## src/hdl/mpm_cfg.svh

```systemverilog
// Offsets, field positions, reset values and limits of the mode manager.
// Assumes inclusion by bare name from the hdl folder.
`ifndef MPM_CFG_SVH
`define MPM_CFG_SVH
`define MPM_OFF_CTRL 8'h00
`define MPM_OFF_CMD 8'h04
`define MPM_OFF_HOST_SPEED 8'h08
`define MPM_OFF_STATUS 8'h0c
`define MPM_OFF_IRQ_STAT 8'h10
`define MPM_OFF_IRQ_CLR 8'h14
`define MPM_OFF_IRQ_EN 8'h18
`define MPM_OFF_SPEED_CMD 8'h1c
`define MPM_CMD_STOP_BIT 0
`define MPM_CMD_RUN_BIT 1
`define MPM_CMD_RESET_BIT 2
`define MPM_CTRL_RST 1'h0
`define MPM_HOST_SPEED_RST 16'h0000
`define MPM_IRQ_EN_RST 5'h00
`define MPM_UI_SEL_HOST_LINK 1'h0
`define MPM_UI_SEL_BOARD 1'h1
`define MPM_UI_SOURCE_COUNT 2
`define MPM_SWITCH_ON_LEVEL 1'h0
`define MPM_SWITCH_OFF_LEVEL 1'h1
`define MPM_DEBOUNCE_CNT 10
`define MPM_FLT_OC_SW 0
`define MPM_FLT_OV 1
`define MPM_FLT_UV 2
`define MPM_FLT_SPEED 3
`define MPM_FLT_OC_HW 4
`define MPM_FLT_COUNT 5
`define MPM_OC_LIMIT_MA 890
`define MPM_OV_LIMIT_MV 28000
`define MPM_UV_LIMIT_MV 14000
`define MPM_SPEED_LIMIT_RPM 3000
`define MPM_MAX_SPEED_RPM 2650
`define MPM_POT_SPEED_MARGIN 50
`define MPM_POT_SCALE_SHIFT 11
`define MPM_PREP_CYCLES 16
`endif

```

## src/hdl/mpm_pkg.sv

```systemverilog
// Types shared by the mode manager modules.
// Assumes nothing beyond a SystemVerilog compiler.
package mpm_pkg;
	typedef enum logic [1:0] {mode_stopped, mode_running, mode_error} mpm_mode_t;
	typedef enum logic [1:0] {run_init, run_prep, run_drive} mpm_run_t;
	typedef logic signed [15:0] mpm_sample_t;
endpackage

```

## src/hdl/mpm_fault_if.sv

```systemverilog
// Carries fault detections from the checker to the mode manager.
// Assumes both ends run on pclk.
`timescale 1ns/1ns
`include "mpm_cfg.svh"
interface mpm_fault_if;
	logic [`MPM_FLT_COUNT-1:0] hit;
	modport chk (output hit);
	modport mgr (input hit);
endinterface

```

## src/hdl/mpm_debounce.sv

```systemverilog
// Per-switch debounce: a change is taken after CNT equal differing samples.
// Assumes raw switch levels synchronous to pclk, 0 meaning on.
`timescale 1ns/1ns
`include "mpm_cfg.svh"
module mpm_debounce #(
	parameter int N = 2,
	parameter int CNT = `MPM_DEBOUNCE_CNT
) (
	input wire logic pclk,
	input wire logic presetn,
	input wire logic [N-1:0] raw,
	output logic [N-1:0] stable_q
);
	import mpm_pkg::*;
	localparam int CW = $clog2(CNT + 1);
	localparam logic [CW-1:0] LAST = CW'(CNT - 1);
	genvar i;
	generate
		for (i = 0; i < N; i++)
		begin : g_sw
			logic [CW-1:0] cnt_q;
			always_ff @(posedge pclk or negedge presetn)
			begin
				if (!presetn)
				begin
					cnt_q <= '0;
					stable_q[i] <= `MPM_SWITCH_OFF_LEVEL;
				end
				else if (raw[i] == stable_q[i])
					cnt_q <= '0;
				else if (cnt_q == LAST)
				begin
					cnt_q <= '0;
					stable_q[i] <= raw[i];
				end
				else
					cnt_q <= cnt_q + 1'b1;
			end
		end
	endgenerate
endmodule

```

## src/hdl/mpm_fault_check.sv

```systemverilog
// Protection comparators sampled once per current control interval tick.
// Assumes currents in mA, bus voltage in mV, speed in rpm, all signed.
`timescale 1ns/1ns
`include "mpm_cfg.svh"
module mpm_fault_check #(
	parameter int OC_LIMIT = `MPM_OC_LIMIT_MA,
	parameter int OV_LIMIT = `MPM_OV_LIMIT_MV,
	parameter int UV_LIMIT = `MPM_UV_LIMIT_MV,
	parameter int SPEED_LIMIT = `MPM_SPEED_LIMIT_RPM
) (
	input wire logic pclk,
	input wire logic presetn,
	input wire logic ctrl_tick,
	input mpm_pkg::mpm_sample_t cur_u,
	input mpm_pkg::mpm_sample_t cur_v,
	input mpm_pkg::mpm_sample_t cur_w,
	input mpm_pkg::mpm_sample_t vbus_mv,
	input mpm_pkg::mpm_sample_t speed_rpm,
	input wire logic oc_estop,
	mpm_fault_if.chk flt
);
	import mpm_pkg::*;
	localparam logic [16:0] OC_L = 17'(OC_LIMIT);
	localparam logic [16:0] SP_L = 17'(SPEED_LIMIT);
	localparam logic signed [16:0] OV_L = 17'(OV_LIMIT);
	localparam logic signed [16:0] UV_L = 17'(UV_LIMIT);
	logic [`MPM_FLT_COUNT-1:0] hit_q;

	// Widened by one bit so the most negative sample has a magnitude
	function automatic logic [16:0] mag(input mpm_sample_t v);
		logic signed [16:0] e;
		e = {v[15], v};
		mag = (e < 0) ? 17'(-e) : 17'(e);
	endfunction

	always_ff @(posedge pclk or negedge presetn)
	begin
		if (!presetn)
			hit_q <= '0;
		else
		begin
			hit_q[`MPM_FLT_OC_SW] <= ctrl_tick & ((mag(cur_u) > OC_L) |
				(mag(cur_v) > OC_L) | (mag(cur_w) > OC_L));
			hit_q[`MPM_FLT_OV] <= ctrl_tick &
				($signed({vbus_mv[15], vbus_mv}) > OV_L);
			hit_q[`MPM_FLT_UV] <= ctrl_tick &
				($signed({vbus_mv[15], vbus_mv}) < UV_L);
			hit_q[`MPM_FLT_SPEED] <= ctrl_tick & (mag(speed_rpm) > SP_L);
			hit_q[`MPM_FLT_OC_HW] <= oc_estop;
		end
	end
	assign flt.hit = hit_q;
endmodule

```

## src/hdl/mpm_top.sv

```systemverilog
// System mode manager and protection logic for a 120-degree motor drive,
// with an APB register slave, board switch and potentiometer handling.
// Assumes all inputs synchronous to pclk; ctrl_tick is a one-cycle pulse
// per current control interval; oc_estop is an active-high level.
`timescale 1ns/1ns
`include "mpm_cfg.svh"

// Summary of operation
// Exactly one of three modes: stopped, running or error.
// Stop, run and reset come from users; error only from fault detection.
// Run sequencing starts on entering running and advances only while running.
// Hardware overcurrent stop floats every PWM pin at once, no software.
// Each control tick, any phase current above 0.89 A forces error stop.
// Each control tick, bus voltage above 28 V forces error stop.
// Each control tick, bus voltage below 14 V forces error stop.
// Each control tick, speed above 3000 rpm forces error stop.
// Switches change after 10 consistent samples; 0 is on, 1 is off.
// Selector 0 picks host link, 1 picks board controls, two sources.
// Pot speed is reading times (max speed plus 50 rpm) over 2048.
// Error holds motor stopped, ignores run, leaves only on user reset.
module mpm_top #(
	parameter int MAX_SPEED = `MPM_MAX_SPEED_RPM,
	parameter int PREP_CYCLES = `MPM_PREP_CYCLES,
	parameter int DEBOUNCE = `MPM_DEBOUNCE_CNT
) (
	input wire logic pclk,
	input wire logic presetn,
	input wire logic [7:0] paddr,
	input wire logic psel,
	input wire logic penable,
	input wire logic pwrite,
	input wire logic [31:0] pwdata,
	output logic pready,
	output logic [31:0] prdata,
	output logic pslverr,
	input wire logic ctrl_tick,
	input mpm_pkg::mpm_sample_t cur_u,
	input mpm_pkg::mpm_sample_t cur_v,
	input mpm_pkg::mpm_sample_t cur_w,
	input mpm_pkg::mpm_sample_t vbus_mv,
	input mpm_pkg::mpm_sample_t speed_rpm,
	input wire logic oc_estop,
	input wire logic sw_run_n,
	input wire logic sw_reset_n,
	input wire logic [11:0] speed_potentiometer,
	input wire logic [5:0] pwm_in,
	output logic [5:0] pwm_out,
	output logic [5:0] pwm_oe,
	output mpm_pkg::mpm_mode_t mode,
	output mpm_pkg::mpm_run_t run_mode,
	output logic motor_run,
	output logic [15:0] speed_cmd,
	output logic irq
);
	import mpm_pkg::*;

	localparam int PW = $clog2(PREP_CYCLES + 1);
	localparam logic [PW-1:0] PREP_LAST = PW'(PREP_CYCLES - 1);
	localparam logic [12:0] POT_GAIN =
		13'(MAX_SPEED + `MPM_POT_SPEED_MARGIN);

	logic ui_sel_q;
	logic [15:0] host_speed_q;
	logic [`MPM_FLT_COUNT-1:0] irq_stat_q;
	logic [`MPM_FLT_COUNT-1:0] irq_en_q;
	logic [31:0] prdata_q;
	logic pslverr_q;
	mpm_mode_t mode_q;
	mpm_run_t run_q;
	logic [PW-1:0] prep_cnt_q;
	logic [1:0] sw_stable;
	logic [1:0] sw_prev_q;
	logic [15:0] speed_cmd_q;
	logic [5:0] pwm_out_q;
	logic motor_run_q;

	logic wr_en;
	logic rd_setup;
	logic cmd_wr;
	logic host_stop;
	logic host_run;
	logic host_reset;
	logic board_run;
	logic board_stop;
	logic board_reset;
	logic ev_stop;
	logic ev_run;
	logic ev_reset;
	logic ev_error;
	logic [24:0] pot_prod;
	logic [15:0] pot_speed;
	logic [31:0] rd_mux;
	logic rd_hit;

	mpm_fault_if flt_if();

	mpm_fault_check u_check (
		.pclk(pclk),
		.presetn(presetn),
		.ctrl_tick(ctrl_tick),
		.cur_u(cur_u),
		.cur_v(cur_v),
		.cur_w(cur_w),
		.vbus_mv(vbus_mv),
		.speed_rpm(speed_rpm),
		.oc_estop(oc_estop),
		.flt(flt_if.chk)
	);

	mpm_debounce #(
		.N(2),
		.CNT(DEBOUNCE)
	) u_debounce (
		.pclk(pclk),
		.presetn(presetn),
		.raw({sw_reset_n, sw_run_n}),
		.stable_q(sw_stable)
	);

	// APB: zero wait states; read data is captured in the setup cycle so
	// the access phase presents it straight from a flip-flop.
	assign pready = 1'b1;
	assign prdata = prdata_q;
	assign pslverr = pslverr_q;
	assign wr_en = psel & penable & pwrite & ~pslverr_q;
	assign rd_setup = psel & ~penable;
	assign cmd_wr = wr_en & (paddr == `MPM_OFF_CMD);

	always_comb
	begin
		rd_mux = '0;
		rd_hit = 1'b1;
		case (paddr)
			`MPM_OFF_CTRL:
				rd_mux = {31'h0, ui_sel_q};
			`MPM_OFF_CMD:
				rd_mux = '0;
			`MPM_OFF_HOST_SPEED:
				rd_mux = {16'h0, host_speed_q};
			`MPM_OFF_STATUS:
				rd_mux = {27'h0, motor_run_q, run_q, mode_q};
			`MPM_OFF_IRQ_STAT:
				rd_mux = {27'h0, irq_stat_q};
			`MPM_OFF_IRQ_CLR:
				rd_mux = '0;
			`MPM_OFF_IRQ_EN:
				rd_mux = {27'h0, irq_en_q};
			`MPM_OFF_SPEED_CMD:
				rd_mux = {16'h0, speed_cmd_q};
			default:
				rd_hit = 1'b0;
		endcase
	end

	always_ff @(posedge pclk or negedge presetn)
	begin
		if (!presetn)
		begin
			prdata_q <= '0;
			pslverr_q <= 1'b0;
		end
		else if (rd_setup)
		begin
			prdata_q <= pwrite ? 32'h0 : rd_mux;
			pslverr_q <= ~rd_hit;
		end
	end

	always_ff @(posedge pclk or negedge presetn)
	begin
		if (!presetn)
		begin
			ui_sel_q <= `MPM_CTRL_RST;
			host_speed_q <= `MPM_HOST_SPEED_RST;
			irq_en_q <= `MPM_IRQ_EN_RST;
		end
		else if (wr_en)
		begin
			case (paddr)
				`MPM_OFF_CTRL:
					ui_sel_q <= pwdata[0];
				`MPM_OFF_HOST_SPEED:
					host_speed_q <= pwdata[15:0];
				`MPM_OFF_IRQ_EN:
					irq_en_q <= pwdata[`MPM_FLT_COUNT-1:0];
				default:
					ui_sel_q <= ui_sel_q;
			endcase
		end
	end

	// Host link events come from command writes, board events from
	// debounced switch edges; only the selected source is heard.
	assign host_stop = cmd_wr & pwdata[`MPM_CMD_STOP_BIT];
	assign host_run = cmd_wr & pwdata[`MPM_CMD_RUN_BIT];
	assign host_reset = cmd_wr & pwdata[`MPM_CMD_RESET_BIT];

	always_ff @(posedge pclk or negedge presetn)
	begin
		if (!presetn)
			sw_prev_q <= {2{`MPM_SWITCH_OFF_LEVEL}};
		else
			sw_prev_q <= sw_stable;
	end

	// Edges rather than levels, so a switch left on after an error reset
	// does not restart the motor by itself.
	assign board_run = (sw_stable[0] == `MPM_SWITCH_ON_LEVEL) &
		(sw_prev_q[0] == `MPM_SWITCH_OFF_LEVEL);
	assign board_stop = (sw_stable[0] == `MPM_SWITCH_OFF_LEVEL) &
		(sw_prev_q[0] == `MPM_SWITCH_ON_LEVEL);
	assign board_reset = (sw_stable[1] == `MPM_SWITCH_ON_LEVEL) &
		(sw_prev_q[1] == `MPM_SWITCH_OFF_LEVEL);

	always_comb
	begin
		if (ui_sel_q == `MPM_UI_SEL_BOARD)
		begin
			ev_stop = board_stop;
			ev_run = board_run;
			ev_reset = board_reset;
		end
		else
		begin
			ev_stop = host_stop;
			ev_run = host_run;
			ev_reset = host_reset;
		end
	end

	assign ev_error = |flt_if.hit;

	// Error outranks every user event in the same cycle.
	always_ff @(posedge pclk or negedge presetn)
	begin
		if (!presetn)
			mode_q <= mode_stopped;
		else
		begin
			case (mode_q)
				mode_stopped:
					if (ev_error)
						mode_q <= mode_error;
					else if (ev_run && !ev_stop)
						mode_q <= mode_running;
				mode_running:
					if (ev_error)
						mode_q <= mode_error;
					else if (ev_stop || ev_reset)
						mode_q <= mode_stopped;
				mode_error:
					if (ev_reset && !ev_error)
						mode_q <= mode_stopped;
				default:
					mode_q <= mode_error;
			endcase
		end
	end

	always_ff @(posedge pclk or negedge presetn)
	begin
		if (!presetn)
		begin
			run_q <= run_init;
			prep_cnt_q <= '0;
		end
		else if (mode_q != mode_running || ev_error || ev_stop || ev_reset)
		begin
			run_q <= run_init;
			prep_cnt_q <= '0;
		end
		else
		begin
			case (run_q)
				run_init:
				begin
					run_q <= run_prep;
					prep_cnt_q <= '0;
				end
				run_prep:
					if (prep_cnt_q == PREP_LAST)
						run_q <= run_drive;
					else
						prep_cnt_q <= prep_cnt_q + 1'b1;
				run_drive:
					run_q <= run_drive;
				default:
					run_q <= run_init;
			endcase
		end
	end

	// Drive drops in the same edge that a fault is seen, not one later.
	always_ff @(posedge pclk or negedge presetn)
	begin
		if (!presetn)
			motor_run_q <= 1'b0;
		else
			motor_run_q <= (mode_q == mode_running) && (run_q == run_drive) &&
				!ev_error;
	end

	assign pot_prod = 25'(speed_potentiometer * POT_GAIN);
	assign pot_speed = 16'(pot_prod >> `MPM_POT_SCALE_SHIFT);

	always_ff @(posedge pclk or negedge presetn)
	begin
		if (!presetn)
			speed_cmd_q <= '0;
		else if (mode_q != mode_running)
			speed_cmd_q <= '0;
		else if (ui_sel_q == `MPM_UI_SEL_BOARD)
			speed_cmd_q <= pot_speed;
		else
			speed_cmd_q <= host_speed_q;
	end

	always_ff @(posedge pclk or negedge presetn)
	begin
		if (!presetn)
			pwm_out_q <= '0;
		else
			pwm_out_q <= motor_run_q ? pwm_in : 6'h00;
	end

	// The overcurrent pin reaches the enables combinationally, so the
	// bridge floats in the same cycle regardless of any register state.
	assign pwm_oe = {6{motor_run_q & ~oc_estop}};
	assign pwm_out = pwm_out_q;

	// Sticky fault status; a detection in the clearing cycle survives.
	always_ff @(posedge pclk or negedge presetn)
	begin
		if (!presetn)
			irq_stat_q <= '0;
		else if (wr_en && paddr == `MPM_OFF_IRQ_CLR)
			irq_stat_q <= (irq_stat_q & ~pwdata[`MPM_FLT_COUNT-1:0]) |
				flt_if.hit;
		else
			irq_stat_q <= irq_stat_q | flt_if.hit;
	end

	assign irq = |(irq_stat_q & irq_en_q);
	assign mode = mode_q;
	assign run_mode = run_q;
	assign motor_run = motor_run_q;
	assign speed_cmd = speed_cmd_q;
endmodule

```

## config.mk

```make
export PLATFORM = sky130hd
export DESIGN_NAME = mpm_top
export DESIGN_NICKNAME = d
export VERILOG_FILES = /design/src/hdl/mpm_pkg.sv /design/src/hdl/mpm_fault_if.sv /design/src/hdl/mpm_debounce.sv /design/src/hdl/mpm_fault_check.sv /design/src/hdl/mpm_top.sv
export VERILOG_INCLUDE_DIRS = /design/src /design/src/hdl
export SDC_FILE = /design/constraint.sdc
export NUM_CORES = 1
export LEC_CHECK = 0
export ABC_AREA = 1
export ABC_CLOCK_PERIOD_IN_PS = 1550
export BUFFER_PORTS_ARGS = -buffer_cell sky130_fd_sc_hd__buf_2
export CORE_ASPECT_RATIO = 0.75
export CORE_MARGIN = 10
export CORE_UTILIZATION = 50
export DETAILED_ROUTE_END_ITERATION = 12
export PLACE_DENSITY = 0.82
export SETUP_SLACK_MARGIN = 0.2
export SLEW_MARGIN = 0
export SYNTH_ARGS = -nofsm -noshare
export SYNTH_HDL_FRONTEND = slang
export SYNTH_SLANG_ARGS = --single-unit
```

## constraint.sdc

```tcl
create_clock -name pclk -period 1.55 [get_ports pclk]
set_input_delay 0.31 -clock pclk [delete_from_list [all_inputs] [get_ports pclk]]
set_output_delay 0.31 -clock pclk [all_outputs]
set_load 0.005 [all_outputs]
```

==> results.tsv, run 1 <==
stage	metric	value	unit
logic_synthesis	synth_seq_area_share	27.9	%
global_route	initial_antenna_violation_count	2	
floorplanning	starting_density	51.6	%
clocking	number_of_buffers_created_by_cts	9	
logic_synthesis	synth.cell_area	8370	um2
placement	port_buffers	181	
sta	rsz0062_at_grt	true	
outcome	status	finished with violations	
sta	final_max_slew_viol_count	0	
sta	max_slew.worst_pin.slew	0.505	ns
setup_path	crit_type	in -> reg	
global_route	grt_pass1_vias	8630	
floorplanning	floorplan.rows	40	
sta	fmax	268	MHz
sta	finalCritPeriodShare	241	%
drt	viasPerCell	5.44	
setup_path	crit_path_end_kind	register	
clocking	clock_sink_count	93	
clocking	cts_tree	built	
floorplanning	ios	215	
floorplanning	floorplan.die_area	22400	um2
drt	drtPass1Iterations	6	
floorplanning	core_area	16200	um2
clocking	ctsRootBufferMaster	sky130_fd_sc_hd__clkbuf_16	
outcome	failed_checks	negative setup slack	
final_layout	post_layout_nonfiller_instances	1749	
final_layout	ff_latch_area	2330	um2
setup_path	critPathMaxFanout	3	
final_layout	finalNetCount	1781	
clocking	cts_max_path_buffers	2	
sta	finalWorstSetupSlack	-2.18	ns
setup_path	timing.critical_path.from_type	primary input	
power	power.ir.vdd_worst	608	uV
clocking	clkSlewWorstSetupHoldPaths	0.07	ns
logic_synthesis	ys.flop_type	sky130_fd_sc_hd__dfrtp_1	
clocking	clkLatencyLatePin	0.35	ns
final_layout	final_util	74.7	%
logic_synthesis	synth_edf_count	0	
logic_synthesis	syn-instance-count	1217	
global_route	grt_first_pass_wirelength	42400	um
sta	report.final.setup_viol	20	
drt	drc	0	
final_layout	final.fill_count	1118	
sta	minimum_hold_slack	0.114	ns
final_layout	multi_input_area	6040	um2
logic_synthesis	synth.avg_cell_area	6.88	um2
setup_path	cp_data_arrival_time	3.97	ns
final_layout	most_used_cells_in_the_layout_excluding_fill_and_tap_cells	222 x sky130_fd_sc_hd__nand2_1, 202 x sky130_fd_sc_hd__inv_1, 170 x sky130_fd_sc_hd__buf_2, 124 x sky130_fd_sc_hd__buf_4, 93 x sky130_fd_sc_hd__nor2_1	
final_layout	mostFrequentLayoutCell	sky130_fd_sc_hd__nand2_1	
logic_synthesis	synthDistinctLibCells	46	
placement	globalplace.congestion	0.974	
job	maxCapViolations	0	
logic_synthesis	synthesis.yosys.warnings	0	
hold_path	hold_class	in -> reg	
drt	wl_per_cell	17.0	um
placement	numPlacedInstances	1696	
final_layout	layout-area-overhead-vs-synth	44.7	%
global_route	pin_count_of_the_biggest_net_entering_global_routing	31	
drt	route.antenna.remaining_nets	0	
drt	drt-initial-drc-count	1063	
power	pwr_density_cell	871	nW/um2
global_route	globalRoute.totalOverflow	0	
sta	min_period	3.73	ns
global_route	global_route.usage.total	22.2	%
setup_path	timing.critical_path.required	1.78	ns
power	p_leak	6.54	nW
final_layout	layout-drive-gt1-share	37.9	%
floorplanning	dieHeight	132	um
floorplanning	die_w	169	um
placement	detailedPlacementHpwl	20500	um
logic_synthesis	synth_seq_cells	93	
sta	max-slew-margin-rel	66.2	%
logic_synthesis	synth_async_sr_flop_share	100	%
clocking	cts.htree.levels	3	
sta	skew	0.00895	ns
sta	finalHoldViolations	0	
drt	dr_total_vias	9512	
drt	routed_wirelength	29800	um
-- per-layer routing --
layer	global-route usage [%]	up-vias	share of wire, %
met5	0	-	0.044
met4	4.93	2	3.6
met3	5.33	112	9.1
met2	34.8	538	46
met1	30.2	4398	41
li1	-	4462	-
-- cell type report --
cell class	count	share of cell area, %
inverters	239	7.63
clock buffers	10	1.97
flip-flops and latches	93	19.3
multi-input cells	861	49.9
well taps	210	2.17
diodes	1	0.0207
clock inverters	6	0.434
repair buffers	329	18.6
-- cell usage after synthesis (3+ instances only) --
library cell,instances,area (um2)
sky130_fd_sc_hd__nor2_1,130,488
sky130_fd_sc_hd__nand3_1,85,425
sky130_fd_sc_hd__ha_1,83,1040
sky130_fd_sc_hd__clkbuf_1,7,26.3
sky130_fd_sc_hd__nor2_4,4,45.0
sky130_fd_sc_hd__nand2_1,264,991
sky130_fd_sc_hd__nand2_2,5,31.3
sky130_fd_sc_hd__o21ai_0,65,325
sky130_fd_sc_hd__a211oi_1,5,37.5
sky130_fd_sc_hd__dfstp_2,4,105
sky130_fd_sc_hd__nor3_1,14,70.1
sky130_fd_sc_hd__fa_1,18,360
sky130_fd_sc_hd__dfrtp_1,89,2230
sky130_fd_sc_hd__nand4_1,14,87.6
sky130_fd_sc_hd__nand3_2,3,30.0
sky130_fd_sc_hd__nand3b_1,7,52.6
sky130_fd_sc_hd__o21bai_1,4,30.0
sky130_fd_sc_hd__o211ai_1,3,22.5
sky130_fd_sc_hd__buf_2,10,50.1
sky130_fd_sc_hd__o22ai_1,5,31.3
sky130_fd_sc_hd__a21o_1,3,22.5
sky130_fd_sc_hd__xnor2_1,5,43.8
sky130_fd_sc_hd__inv_2,8,30.0
sky130_fd_sc_hd__buf_4,23,173
sky130_fd_sc_hd__o21ai_1,35,175
sky130_fd_sc_hd__a21oi_1,57,285
sky130_fd_sc_hd__xor2_1,13,114
sky130_fd_sc_hd__inv_1,230,863
-- where the power goes --
part | internal, mW | switching, mW | total (mW)
combinational | 2.52 | 3.26 | 5.77
clock | 1.16 | 1.03 | 2.19
sequential | 2.52 | 0.0695 | 2.59
total | 6.19 | 4.35 | 10.5
-- state kept, by name, indices dropped and copies added (netlist names) --
register               count
prep_cnt_q                 5
run_mode                   2
ui_sel_q                   1
u_check.flt.hit            5
pwm_out                    6
host_speed_q              16
irq_stat_q                 5
u_debounce.stable_q        2
mode                       2
irq_en_q                   5
prdata                    16
sw_prev_q                  2
motor_run                  1
u_debounce.g_sw.cnt_q      8
pslverr                    1
speed_cmd                 16
-- worst max-delay path, cell delays in order --
cell and delay (ns):
sky130_fd_sc_hd__buf_8 0.10, sky130_fd_sc_hd__buf_4 0.13, sky130_fd_sc_hd__ha_1 0.30, sky130_fd_sc_hd__fa_1 0.50, sky130_fd_sc_hd__inv_1 0.06, sky130_fd_sc_hd__fa_1 0.41, sky130_fd_sc_hd__inv_1 0.10, sky130_fd_sc_hd__ha_1 0.24
sky130_fd_sc_hd__ha_1 0.30, sky130_fd_sc_hd__ha_1 0.35, sky130_fd_sc_hd__nand2_2 0.12, sky130_fd_sc_hd__a21oi_1 0.06, sky130_fd_sc_hd__nor2_1 0.17, sky130_fd_sc_hd__nor2_1 0.08, sky130_fd_sc_hd__a211oi_1 0.25, sky130_fd_sc_hd__nand2_1 0.14
sky130_fd_sc_hd__nand2_1 0.10, sky130_fd_sc_hd__nand2_1 0.05, sky130_fd_sc_hd__o21ai_1 0.14, sky130_fd_sc_hd__inv_1 0.05
-- final timing paths --
path                       slack (ns)                     endpoint  cells past startpoint                   start
setup / recovery                -2.18                speed_cmd[10]                     20  speed_potentiometer[3]
hold / removal                   0.11           u_check.flt.hit[4]                      1                oc_estop
setup reg to reg                -0.08                prep_cnt_q[3]                     10                 pslverr
hold reg to reg                  0.40                 sw_prev_q[1]                      0  u_debounce.stable_q[1]
max in group asynchronous        0.51                 speed_cmd[8]                      3                 presetn
min in group asynchronous        0.44  u_debounce.g_sw[0].cnt_q[3]                      2                 presetn
-- through the flow --
stage	setup TNS, ns	area [um2]	setup slack [ns]	total power, mW
2_1_floorplan	-23.46	8720	-1.99	5.44
6_report	-25.52	12100	-2.18	10.5
3_3_place_gp	-28.94	10500	-2.25	7.05
4_1_cts	-23.24	11300	-1.92	9.76
3_5_place_dp	-31.75	10500	-2.38	7.24
5_1_grt	-29.00	12100	-2.33	11.1
-- timing repair --
item,in CTS,in global routing
hold buffers,1,0
endpoints found under the setup margin,59,72
setup buffers,18,13
pin swaps,55,71
gates resized for setup,92,174
hold endpoints to repair,24,0
gates cloned,2,2
-- cell families after synthesis --
| group | count (synthesis) | synth area share (%) |
|---|---|---|
| muxes | 1 | 0.135 |
| DFF | 93 | 27.9 |
| adders and majority gates | 101 | 16.7 |
| other | 2 | 0.0897 |
| and+or+nand+nor | 534 | 27.4 |
| buffers and inverters | 279 | 13.7 |
| xor gates and xnor gates | 18 | 1.88 |
| AOI/OAI and AO/OA | 189 | 12.3 |
Power figures use the tool's default switching activity.
==> run 2, diff against run 1 <==
- PLACE_DENSITY: 0.82 -> unset
- PLACE_DENSITY_LB_ADDON: unset -> 0.15
==> results.tsv, run 2 (same netlist as run 1, synthesis figures left out) <==
stage	metric	value	unit
outcome	status	finished with violations	
outcome	failed_checks	negative setup slack	
power	power.ir.vdd_worst	690	uV
setup_path	origin_of_the_worst_setup_path	speed_potentiometer[3]	
power	p_leak	6.57	nW
final_layout	mostFrequentLayoutCell	sky130_fd_sc_hd__nand2_1	
drt	drc	0	
clocking	cts.htree.levels	3	
job	maxCapViolations	0	
drt	dr_total_vias	8963	
setup_path	critPathMaxFanout	4	
power	totalPowerFinal	10.9	mW
sta	fmax	283	MHz
drt	drtPass1Iterations	5	
floorplanning	core_area	16200	um2
drt	viasPerCell	5.07	
setup_path	r2r_path_end	prep_cnt_q[3]	
final_layout	finalNetCount	1797	
floorplanning	starting_density	51.6	%
drt	dr.max_layer_used	met5	
drt	routed_wirelength	26500	um
setup_path	crit_path_end_kind	register	
final_layout	layout-area-overhead-vs-synth	44.9	%
clocking	clkLatencyLatePin	0.35	ns
floorplanning	ios	215	
clocking	cts_tree	built	
final_layout	layout-drive-gt1-share	37.2	%
sta	finalHoldViolations	0	
setup_path	setup.reg_to_reg.worst_slack	-0.03	ns
power	pwr_density_cell	899	nW/um2
global_route	pin_count_of_the_biggest_net_entering_global_routing	43	
hold_path	hold_class	in -> reg	
global_route	initial_antenna_violation_count	4	
sta	min_period	3.53	ns
floorplanning	die_w	169	um
clocking	ctsRootBufferMaster	sky130_fd_sc_hd__clkbuf_16	
clocking	clock_sink_count	93	
floorplanning	floorplan.rows	40	
setup_path	regToRegStartpoint	u_check.flt.hit[0]	
floorplanning	dieHeight	132	um
clocking	cts_max_path_buffers	2	
clocking	number_of_buffers_created_by_cts	9	
placement	globalplace.congestion	0.950	
setup_path	cp_data_arrival_time	3.77	ns
final_layout	multi_input_area	5900	um2
global_route	globalRoute.totalOverflow	0	
floorplanning	floorplan.die_area	22400	um2
drt	route.antenna.remaining_nets	0	
drt	wl_per_cell	15.0	um
setup_path	reg2regPathDepth	8	
sta	finalWorstSetupSlack	-1.98	ns
global_route	grt_first_pass_wirelength	42000	um
setup_path	timing.critical_path.required	1.79	ns
clocking	clkSlewWorstSetupHoldPaths	0.06	ns
sta	rsz0062_at_grt	true	
sta	skew	0.00803	ns
final_layout	final.fill_count	1249	
sta	finalCritPeriodShare	228	%
hold_path	hold_path_end	u_check.flt.hit[4]	
placement	detailedPlacementHpwl	20200	um
drt	detailroute.wirelength.met2	12100	um
sta	finalSetupTns	-24.37	ns
final_layout	ff_latch_area	2330	um2
hold_path	min-delay-start	oc_estop	
drt	drt-initial-drc-count	564	
hold_path	hold-path-cell-count	1	
sta	report.final.setup_viol	18	
drt	met3_wirelength	1890	um
setup_path	timing.critical_path.from_type	primary input	
setup_path	crit_type	in -> reg	
sta	final_max_slew_viol_count	0	
placement	port_buffers	181	
global_route	grt_pass1_vias	8704	
final_layout	most_used_cells_in_the_layout_excluding_fill_and_tap_cells	232 x sky130_fd_sc_hd__nand2_1, 200 x sky130_fd_sc_hd__inv_1, 171 x sky130_fd_sc_hd__buf_2, 141 x sky130_fd_sc_hd__buf_4, 95 x sky130_fd_sc_hd__nor2_1	
global_route	global_route.usage.total	22.0	%
drt	drt-met1-wl	12000	um
[run 2: area by class of cell]
| type | count | area share [%] |
|---|---|---|
| Multi-Input combinational cell | 860 | 48.6 |
| Timing Repair Buffer | 346 | 19.7 |
| Sequential cell | 93 | 19.2 |
| Inverter | 239 | 7.67 |
| Tap cell | 210 | 2.17 |
| Clock buffer | 11 | 2.00 |
| Clock inverter | 5 | 0.495 |
| Antenna cell | 3 | 0.0619 |
[run 2: how the worst max path moves through the flow]
stage / endpoint / slack, ns / cells after the start
after floorplan: speed_cmd[10] / -1.99 / 20
after global placement: speed_cmd[10] / -2.24 / 21
after detailed placement: speed_cmd[10] / -2.31 / 21
after CTS: speed_cmd[10] / -1.92 / 21
after global routing: speed_cmd[10] / -2.09 / 21
final: speed_cmd[2] / -1.98 / 19
[run 2: metal layers]
layer	global-route usage [%]	vias up
met2	34.1	317
met3	4.59	43
met5	0	-
met1	30.3	4102
met4	5.93	2
li1	-	4499
[run 2: critical path, stage by stage]
cell and delay (ns):
sky130_fd_sc_hd__buf_8 0.10, sky130_fd_sc_hd__ha_4 0.26, sky130_fd_sc_hd__inv_4 0.03, sky130_fd_sc_hd__fa_1 0.51
sky130_fd_sc_hd__inv_2 0.04, sky130_fd_sc_hd__fa_2 0.45, sky130_fd_sc_hd__ha_4 0.28, sky130_fd_sc_hd__inv_2 0.03
sky130_fd_sc_hd__fa_1 0.49, sky130_fd_sc_hd__inv_2 0.05, sky130_fd_sc_hd__ha_4 0.24, sky130_fd_sc_hd__a21oi_4 0.19
sky130_fd_sc_hd__o21ai_2 0.09, sky130_fd_sc_hd__a21oi_2 0.15, sky130_fd_sc_hd__o21ai_4 0.10, sky130_fd_sc_hd__buf_6 0.12
sky130_fd_sc_hd__xor2_1 0.15, sky130_fd_sc_hd__o21ai_1 0.12, sky130_fd_sc_hd__inv_1 0.04
[run 2: power breakdown]
group          leakage, nW  internal (mW)  switching (mW)  total [mW]
combinational         5.24           2.84            3.25        6.09
clock                0.146           1.30           0.917        2.21
sequential            1.18           2.52          0.0778        2.60
total                 6.57           6.66            4.25        10.9
[run 2: stage by stage]
| stage | instance area (um2) | setup slack (ns) | utilization [%] | hold slack (ns) | instances |
|---|---|---|---|---|---|
| 6_report | 12100 | -1.98 | 74.8 | 0.117 | 1767 |
| 5_1_grt | 12100 | -2.09 | 74.8 | 0.113 | 1767 |
| 4_1_cts | 11500 | -1.92 | 71.1 | 0.113 | 1751 |
| 3_5_place_dp | 10600 | -2.31 | 65.4 | 0.205 | 1707 |
| 3_3_place_gp | 10600 | -2.24 | 65.4 | 0.204 | 1707 |
| 2_1_floorplan | 8720 | -1.99 | - | 0.0144 | 1232 |
[run 2: what timing repair did]
item / 4_1_cts / 5_1_grt
cloned: 4 / 0
pin swaps: 38 / 64
gates resized for setup: 96 / 135
hold buffers: 1 / 0
setup buffers: 23 / 13
endpoints found under the hold margin: 14 / 0
endpoints found under the setup margin: 57 / 64
